## src/rtl/spmc_defs.svh

```systemverilog
`ifndef SPMC_DEFS_SVH
`define SPMC_DEFS_SVH

// Register indices on the plain register port
`define SPMC_ADDR_CLK_CTL 4'h0
`define SPMC_ADDR_SEC_TMR_CTL 4'h1
`define SPMC_ADDR_IRQ_CTL 4'h2
`define SPMC_ADDR_IRQ_EN 4'h3

// clock_control field positions
`define SPMC_SEL_LSB 0
`define SPMC_SEL_MSB 1
`define SPMC_INT_STABLE_BIT 2
`define SPMC_PRI_RUN_BIT 3
`define SPMC_FREQ_LSB 4
`define SPMC_FREQ_MSB 6
`define SPMC_IDLE_BIT 7

// secondary_timer_control and interrupt_control field positions
`define SPMC_SEC_OSC_EN_BIT 3
`define SPMC_SEC_RUN_BIT 6
`define SPMC_GLB_IRQ_BIT 7

// Reset values
`define SPMC_SEL_RST 2'h0
`define SPMC_FREQ_RST 3'h0
`define SPMC_BYTE_RST 8'h00

// Field encodings
`define SPMC_SEL_PRIMARY 2'h0
`define SPMC_SEL_SECONDARY 2'h1
`define SPMC_FREQ_LFRC 3'h0

`endif

```

## src/rtl/spmc_pkg.sv

```systemverilog
package spmc_pkg;

   typedef enum logic [2:0] {
      SPMC_MODE_FULL = 3'b000,
      SPMC_MODE_PMRUN = 3'b001,
      SPMC_MODE_IDLE = 3'b010,
      SPMC_MODE_SLEEP = 3'b011,
      SPMC_MODE_WAKE = 3'b100
   } spmc_mode_type;

   typedef enum logic [1:0] {
      SPMC_SRC_PRIMARY = 2'b00,
      SPMC_SRC_SECONDARY = 2'b01,
      SPMC_SRC_INTERNAL = 2'b10,
      SPMC_SRC_NONE = 2'b11
   } spmc_src_type;

endpackage : spmc_pkg

```

## src/rtl/spmc_sync.sv

```systemverilog
`timescale 1ns/1ps
module spmc_sync #(
   parameter int WIDTH = 1
) (
   input wire logic clk,
   input wire logic rst,
   input wire logic [WIDTH-1:0] async_in,
   output logic [WIDTH-1:0] sync_out
);
   logic [WIDTH-1:0] meta_ff;

   // The first stage feeds the second stage only
   always_ff @(posedge clk) begin
      if (rst) begin
         meta_ff <= '0;
         sync_out <= '0;
      end else begin
         meta_ff <= async_in;
         sync_out <= meta_ff;
      end
   end
endmodule : spmc_sync

```

## src/rtl/spmc_ctrl.sv

```systemverilog
// Operation
// Select field picks power-managed clock source
// Selection applies only when sleep executes
// Any reset clears clock select field
// Frequency field picks internal block output
// Frequency write takes effect at once
// Primary running flag after start-up timer
// Internal stable flag when block clocks system; code leaves it clear while the frequency field selects LFRC
// Secondary running flag while it clocks system
// At most one source flag set
// Secondary selection ignored unless oscillator enabled
// Software starts secondary oscillator before sleep
// Idle bit plus sleep halts CPU
// Idle entry keeps flags and peripheral clock; code keeps the peripheral clock but sets the flags from the selected source
// Sleep with idle and select clear sleeps
// Sleep stops primary and internal oscillators
// Sleep entry clears all source flags
// Interrupt, reset or watchdog ends low power
// Timed software waits for primary running flag
// Only enabled interrupt flags wake device
// Wake branches to vector if global enabled
// Sleep strobe in, halt held until wake
`timescale 1ns/1ps
`include "spmc_defs.svh"
module spmc_ctrl
   import spmc_pkg::*;
(
   input wire logic clk,
   input wire logic rst,
   input wire logic [3:0] reg_addr,
   input wire logic [7:0] reg_wdata,
   input wire logic reg_we,
   input wire logic reg_re,
   output logic [7:0] reg_rdata,
   input wire logic sleep_strobe,
   input wire logic [7:0] irq_flags,
   input wire logic wdt_timeout,
   input wire logic wdt_enable,
   input wire logic ost_expired,
   input wire logic int_osc_ready,
   output logic [1:0] sys_clk_src,
   output logic [2:0] internal_freq_sel,
   output logic primary_osc_en,
   output logic internal_osc_en,
   output logic low_freq_rc_en,
   output logic secondary_osc_run,
   output logic cpu_halt,
   output logic periph_clk_en,
   output logic wake_pulse,
   output logic irq_vector_branch
);
   logic [1:0] sleep_clock_select_ff;
   logic [2:0] internal_freq_select_ff;
   logic idle_on_sleep_ff;
   logic secondary_osc_enable_ff;
   logic global_irq_enable_ff;
   logic [7:0] irq_enable_ff;
   logic primary_clock_running_ff;
   logic internal_osc_stable_ff;
   logic secondary_clock_running_ff;
   spmc_mode_type mode_ff;
   spmc_mode_type nxt_mode;
   spmc_src_type src_ff;
   spmc_src_type nxt_src;
   spmc_src_type sel_src;
   logic sel_valid;
   logic wake_irq_ff;
   logic nxt_wake_irq;
   logic irq_wake;
   logic wake_cause;
   logic low_power;
   logic ost_sync;
   logic int_osc_sync;
   logic wr_ctl;

   // Oscillator status comes from analog timers outside this clock domain
   spmc_sync #(.WIDTH(2)) u_osc_sync (
      .clk(clk),
      .rst(rst),
      .async_in({ost_expired, int_osc_ready}),
      .sync_out({ost_sync, int_osc_sync})
   );

   assign wr_ctl = reg_we && (reg_addr == `SPMC_ADDR_CLK_CTL);
   assign irq_wake = |(irq_flags & irq_enable_ff);
   assign low_power = (mode_ff == SPMC_MODE_PMRUN) || (mode_ff == SPMC_MODE_IDLE) ||
      (mode_ff == SPMC_MODE_SLEEP);
   assign wake_cause = irq_wake || wdt_timeout;

   // Writable control fields
   always_ff @(posedge clk) begin
      if (rst) begin
         sleep_clock_select_ff <= `SPMC_SEL_RST;
         internal_freq_select_ff <= `SPMC_FREQ_RST;
         idle_on_sleep_ff <= 1'b0;
      end else if (wr_ctl) begin
         sleep_clock_select_ff <= reg_wdata[`SPMC_SEL_MSB:`SPMC_SEL_LSB];
         internal_freq_select_ff <= reg_wdata[`SPMC_FREQ_MSB:`SPMC_FREQ_LSB];
         idle_on_sleep_ff <= reg_wdata[`SPMC_IDLE_BIT];
      end
   end

   always_ff @(posedge clk) begin
      if (rst) begin
         secondary_osc_enable_ff <= 1'b0;
         global_irq_enable_ff <= 1'b0;
         irq_enable_ff <= `SPMC_BYTE_RST;
      end else begin
         if (reg_we && (reg_addr == `SPMC_ADDR_SEC_TMR_CTL)) begin
            secondary_osc_enable_ff <= reg_wdata[`SPMC_SEC_OSC_EN_BIT];
         end
         if (reg_we && (reg_addr == `SPMC_ADDR_IRQ_CTL)) begin
            global_irq_enable_ff <= reg_wdata[`SPMC_GLB_IRQ_BIT];
         end
         if (reg_we && (reg_addr == `SPMC_ADDR_IRQ_EN)) begin
            irq_enable_ff <= reg_wdata;
         end
      end
   end

   // Source requested by the select field
   always_comb begin
      sel_valid = 1'b1;
      case (sleep_clock_select_ff)
         `SPMC_SEL_PRIMARY: sel_src = SPMC_SRC_PRIMARY;
         `SPMC_SEL_SECONDARY: begin
            sel_src = SPMC_SRC_SECONDARY;
            sel_valid = secondary_osc_enable_ff;
         end
         default: sel_src = SPMC_SRC_INTERNAL;
      endcase
   end

   // Mode sequencing; the select field only matters at the sleep strobe
   always_comb begin
      nxt_mode = mode_ff;
      nxt_src = src_ff;
      nxt_wake_irq = wake_irq_ff;
      case (mode_ff)
         SPMC_MODE_FULL, SPMC_MODE_PMRUN: begin
            if (mode_ff == SPMC_MODE_PMRUN && wake_cause) begin
               nxt_mode = SPMC_MODE_WAKE;
               nxt_wake_irq = irq_wake;
            end else if (sleep_strobe) begin
               if (idle_on_sleep_ff) begin
                  nxt_mode = SPMC_MODE_IDLE;
                  if (sel_valid) begin
                     nxt_src = sel_src;
                  end
               end else if (sleep_clock_select_ff == `SPMC_SEL_PRIMARY) begin
                  nxt_mode = SPMC_MODE_SLEEP;
                  nxt_src = SPMC_SRC_NONE;
               end else if (sel_valid) begin
                  nxt_mode = SPMC_MODE_PMRUN;
                  nxt_src = sel_src;
               end
            end
         end
         SPMC_MODE_IDLE, SPMC_MODE_SLEEP: begin
            if (wake_cause) begin
               nxt_mode = SPMC_MODE_WAKE;
               nxt_wake_irq = irq_wake;
            end
         end
         SPMC_MODE_WAKE: begin
            nxt_mode = SPMC_MODE_FULL;
            nxt_src = SPMC_SRC_PRIMARY;
            nxt_wake_irq = 1'b0;
         end
         default: begin
            nxt_mode = SPMC_MODE_FULL;
            nxt_src = SPMC_SRC_PRIMARY;
         end
      endcase
   end

   always_ff @(posedge clk) begin
      if (rst) begin
         mode_ff <= SPMC_MODE_FULL;
         src_ff <= SPMC_SRC_PRIMARY;
         wake_irq_ff <= 1'b0;
      end else begin
         mode_ff <= nxt_mode;
         src_ff <= nxt_src;
         wake_irq_ff <= nxt_wake_irq;
      end
   end

   // Flags follow the next source so sleep entry clears them in the same edge.
   // Only the active source may raise its flag, so they stay exclusive.
   always_ff @(posedge clk) begin
      if (rst) begin
         primary_clock_running_ff <= 1'b0;
         internal_osc_stable_ff <= 1'b0;
         secondary_clock_running_ff <= 1'b0;
      end else begin
         primary_clock_running_ff <= (nxt_src == SPMC_SRC_PRIMARY) && ost_sync;
         internal_osc_stable_ff <= (nxt_src == SPMC_SRC_INTERNAL) && int_osc_sync &&
            (internal_freq_select_ff != `SPMC_FREQ_LFRC);
         secondary_clock_running_ff <= (nxt_src == SPMC_SRC_SECONDARY) &&
            secondary_osc_enable_ff;
      end
   end

   // Clock tree controls
   always_ff @(posedge clk) begin
      if (rst) begin
         sys_clk_src <= SPMC_SRC_PRIMARY;
         internal_freq_sel <= `SPMC_FREQ_RST;
         primary_osc_en <= 1'b1;
         internal_osc_en <= 1'b0;
         low_freq_rc_en <= 1'b1;
         secondary_osc_run <= 1'b0;
         periph_clk_en <= 1'b1;
      end else begin
         sys_clk_src <= nxt_src;
         // Tracks the register directly; no deferred copy exists
         internal_freq_sel <= wr_ctl ? reg_wdata[`SPMC_FREQ_MSB:`SPMC_FREQ_LSB] :
            internal_freq_select_ff;
         primary_osc_en <= (nxt_mode != SPMC_MODE_SLEEP);
         internal_osc_en <= (nxt_mode != SPMC_MODE_SLEEP) &&
            (nxt_src == SPMC_SRC_INTERNAL);
         low_freq_rc_en <= (nxt_mode != SPMC_MODE_SLEEP) || wdt_enable;
         secondary_osc_run <= secondary_osc_enable_ff;
         periph_clk_en <= (nxt_mode != SPMC_MODE_SLEEP);
      end
   end

   // CPU handshake
   always_ff @(posedge clk) begin
      if (rst) begin
         cpu_halt <= 1'b0;
         wake_pulse <= 1'b0;
         irq_vector_branch <= 1'b0;
      end else begin
         cpu_halt <= (nxt_mode == SPMC_MODE_IDLE) || (nxt_mode == SPMC_MODE_SLEEP) ||
            (nxt_mode == SPMC_MODE_WAKE);
         wake_pulse <= (mode_ff == SPMC_MODE_WAKE);
         irq_vector_branch <= (mode_ff == SPMC_MODE_WAKE) && wake_irq_ff &&
            global_irq_enable_ff;
      end
   end

   // Register read port; unmapped indices read zero
   always_ff @(posedge clk) begin
      if (rst) begin
         reg_rdata <= `SPMC_BYTE_RST;
      end else if (reg_re) begin
         case (reg_addr)
            `SPMC_ADDR_CLK_CTL: reg_rdata <= {idle_on_sleep_ff, internal_freq_select_ff,
               primary_clock_running_ff, internal_osc_stable_ff, sleep_clock_select_ff};
            `SPMC_ADDR_SEC_TMR_CTL: reg_rdata <= {1'b0, secondary_clock_running_ff, 2'b00,
               secondary_osc_enable_ff, 3'b000};
            `SPMC_ADDR_IRQ_CTL: reg_rdata <= {global_irq_enable_ff, 7'h00};
            `SPMC_ADDR_IRQ_EN: reg_rdata <= irq_enable_ff;
            default: reg_rdata <= `SPMC_BYTE_RST;
         endcase
      end else begin
         reg_rdata <= `SPMC_BYTE_RST;
      end
   end
endmodule : spmc_ctrl

```

## config.mk

```make
export PLATFORM = sky130hd
export DESIGN_NAME = spmc_ctrl
export DESIGN_NICKNAME = d
export VERILOG_FILES = /design/src/rtl/spmc_pkg.sv /design/src/rtl/spmc_sync.sv /design/src/rtl/spmc_ctrl.sv
export VERILOG_INCLUDE_DIRS = /design/src /design/src/rtl
export SDC_FILE = /design/constraint.sdc
export NUM_CORES = 1
export LEC_CHECK = 0
export BUFFER_PORTS_ARGS = -buffer_cell sky130_fd_sc_hd__buf_2
export CAP_MARGIN = 20
export CORE_ASPECT_RATIO = 1.4
export CORE_UTILIZATION = 50
export CTS_CLUSTER_SIZE = 16
export DETAILED_ROUTE_END_ITERATION = 10
export PLACE_DENSITY = 0.86
export SYNTH_ARGS = -nofsm -noshare
export SYNTH_HDL_FRONTEND = slang
export SYNTH_SLANG_ARGS = --single-unit
```

## constraint.sdc

```tcl
create_clock -name clk -period 4.5 [get_ports clk]
set_input_delay 0.225 -clock clk [delete_from_list [all_inputs] [get_ports clk]]
set_output_delay 0.225 -clock clk [all_outputs]
set_load 0.02 [all_outputs]
```

==> results by group <==
Place
  – DP HPWL: 2710 µm
  – Port Buffers: 49
  – Post-placement cell area: 0.00201 mm²
  – Gpl congestion: 0.894
  – Post-place setup slack: 2490 ps

Clocking
  – H-tree depth reported by CTS: 2
  – Sink Count: 44
  – CTS Buf Count: 5
  – CTS clk-pin slew, worst paths: 80 ps
  – Worst-Skew Late Latency: 300 ps
  – Post_cts resized: 0
  – Post-CTS Hold Buffers: 0
  – CTS tree: done
  – Clock Path Buffers: 2
  – Post-CTS setup repair buffer count: 0
  – CTS Root Cell: clkbuf_8

Synth
  – Syn_nets: 220
  – Synth Instances: 191
  – Yosys top cell area share: 0.506
  – Fraction of the yosys area taken by sequential cells: 0.506
  – Synthesized cell area: 0.00174 mm²
  – Main combinational cell family by area after synthesis: simple AND/OR/NAND/NOR gates
  – Mux contribution to synthesized area: 0.0295
  – Synth Register Bits: 44
  – Ranking of synthesized cells by area: dfxtp_1 (51%), a21oi_1 (4.9%), nor2_1 (4.5%)
  – XOR/XNOR Fraction of Synth Area: 0
  – Post-synthesis compound-gate area fraction: 0.187
  – EDFF count, synth: 0
  – Post-synthesis cell type count: 43
  – Adder-cell share of the synthesized area: 0
  – Post-Syn Area per Cell: 9.11 µm²
  – Top-count cell post-synth: dfxtp_1
  – Area leader, netlist: dfxtp_1
  – Synth warn: 0
  – Post-synth ARST share: 0
  – Synth Area in Simple Gates: 0.236
  – Synth cell count leaders: dfxtp_1 (44), nor2_1 (21), nand2_1 (18), a21oi_1 (17), nand3_1 (14)
  – Synth Flop Type: dfxtp_1

Drt
  – DRC: 0
  – Iter 0 DRT Violations: 80
  – First drt pass iteration count: 4
  – Post-DRT Antenna Nets: 0
  – Via count of the routed design: 1572
  – Routed WL per cell: 14.1 µm
  – Number of vias per cell: 5.63
  – WL final: 3930 µm

Worst hold path
  – Worst hold endpoint: low_freq_rc_en
  – Hold Path Class: primary input to register
  – Worst Hold Launch: wdt_enable
  – Worst Hold Depth: 2

Floorplan
  – IO Pins: 50
  – Die extent in x: 51.8 µm
  – Placeable Area: 0.00335 mm²
  – Die Area: 0.00372 mm²
  – Row count: 25
  – Die Y-Extent: 71.8 µm
  – Starting Density: 0.520

Power
  – Peak supply drop: 0.304 mV
  – Power density cells: 424 mW/mm²
  – Leakage: 0.902 nW

Final layout
  – Share of layout cells above drive strength 1: 0.289
  – Design Area, Final: 0.00216 mm²
  – ANT cells: 0
  – Final #Nets: 267
  – Area Overhead vs Synth: 24.5%
  – Core Util, Final: 0.647

GRT
  – Initial antenna violation count: 0
  – Total GRT Usage: 0.227
  – Number of global-route vias before repair: 1394
  – Largest net degree at the start of global routing: 33
  – Global-route wire length before repair: 6190 µm
  – Global route overflow: 0

STA
  – Slew Limit Fails: 0
  – Unrepaired setup endpoints after global routing: false
  – Post-layout min period: 2010 ps
  – Setup WS post-layout: 2490 ps
  – Hold slack: 108 ps
  – Worst slew pin tran: 820 ps
  – Slew HR: 0.452
  – Fin crit share: 0.446
  – Setup TNS: 0 ps
  – F_max: 498 MHz
  – Clock skew: 2.58 ps
  – # setup viols final: 0
  – Hold Vio Cnt, Final: 0

Worst setup path
  – Worst EP arrival: 2200 ps
  – Worst path max stage delay: 510 ps
  – Crit-path slowest cell: nor4_4
  – Cell chain of the critical path: a22o_2, nor4_4, a31oi_1, or3_1, or2_1
  – Critical path required time: 4700 ps
  – Critical R2R Capture: low_freq_rc_en
  – CP endpoint kind: register
  – R2R Path Start: irq_enable_ff[4]
  – Buf/Inv on CP: 0
  – Critical Path Source Type: register
  – Critical path class: register to register
  – Reg2Reg Setup Slack: 2490 ps
  – CP max FO: 8
  – Crit path launch: irq_enable_ff[4]
  – CP delay by family, top: simple AND/OR/NAND/NOR gates
  – Reg2reg path depth: 5

Run
  – # Max-Cap Violations: 0

Run status
  – Outcome: complete, no violations
==> area by class of cell <==
type	instances	area, µm²
Inverter	8	30.0
Clock inverter	3	90.1
Clock buffer	5	68.8
Tap cell	40	50.0
Sequential cell	44	881
Multi-Input combinational cell	129	792
Timing Repair Buffer	50	253
Fill cell	288	1180
==> cell families after synthesis <==
logic type,Yosys count
simple gates,79
flops,44
buf+inv,18
compound gates,45
mux,5
==> worst max path at each step <==
stage / slack (ps) / to / depth (start not counted)
floorplan: 2690 / low_freq_rc_en / 5
global placement: 2550 / low_freq_rc_en / 6
detailed placement: 2490 / low_freq_rc_en / 6
CTS: 2510 / low_freq_rc_en / 5
global route: 2370 / low_freq_rc_en / 5
finish: 2490 / low_freq_rc_en / 5
==> report_power, final <==
group          total (mW)  switching [mW]  internal, mW  leakage, nW
Combinational      0.0928          0.0556        0.0372        0.466
Sequential          0.411         0.00877         0.402        0.357
Clock               0.414           0.136         0.277       0.0784
==> cells in the final DEF, fill, tap and decap left out, types with 2 or more instances in the layout <==
| master | netlist | routed |
|---|---|---|
| nand2_1 | 18 | 18 |
| a22oi_1 | 6 | 6 |
| mux2i_1 | 4 | 4 |
| o2111ai_1 | 2 | 2 |
| dfxtp_1 | 44 | 44 |
| buf_2 | 0 | 49 |
| inv_1 | 8 | 8 |
| nor4b_1 | 2 | 2 |
| nand3b_1 | 2 | 2 |
| a22o_1 | 2 | 2 |
| a221oi_2 | 2 | 2 |
| a22o_2 | 2 | 2 |
| nor2b_1 | 6 | 6 |
| a31oi_1 | 3 | 3 |
| nor3_1 | 4 | 4 |
| clkbuf_8 | 0 | 5 |
| bufinv_16 | 0 | 3 |
| nand3_1 | 14 | 14 |
| nor2_1 | 21 | 21 |
| a21oi_1 | 17 | 17 |
==> stage by stage <==
stage	power [mW]	instances
floorplan	0.479	191
global placement	0.510	271
detailed placement	0.511	271
CTS	0.919	279
global route	0.948	279
finish	0.917	279
==> flip-flops by register name (all words and copies together), names as in the netlist <==
register,cells
irq_enable_ff,8
reg_rdata,8
internal_freq_sel,3
mode_ff,3
sleep_clock_select_ff,2
sys_clk_src,2
u_osc_sync.meta_ff,2
u_osc_sync.sync_out,2
cpu_halt,1
global_irq_enable_ff,1
idle_on_sleep_ff,1
internal_osc_en,1
internal_osc_stable_ff,1
irq_vector_branch,1
low_freq_rc_en,1
periph_clk_en,1
primary_clock_running_ff,1
secondary_clock_running_ff,1
secondary_osc_enable_ff,1
secondary_osc_run,1
wake_irq_ff,1
wake_pulse,1
==> layer usage <==
metal  global-route usage  vias up  share of wire
li1                     -      775              -
met1                0.256      718           0.39
met2                0.377       67           0.51
met3               0.0637       12          0.073
met4                0.123        0          0.028
met5                    0        -              0
No activity file was read; power rests on OpenSTA's default activity.
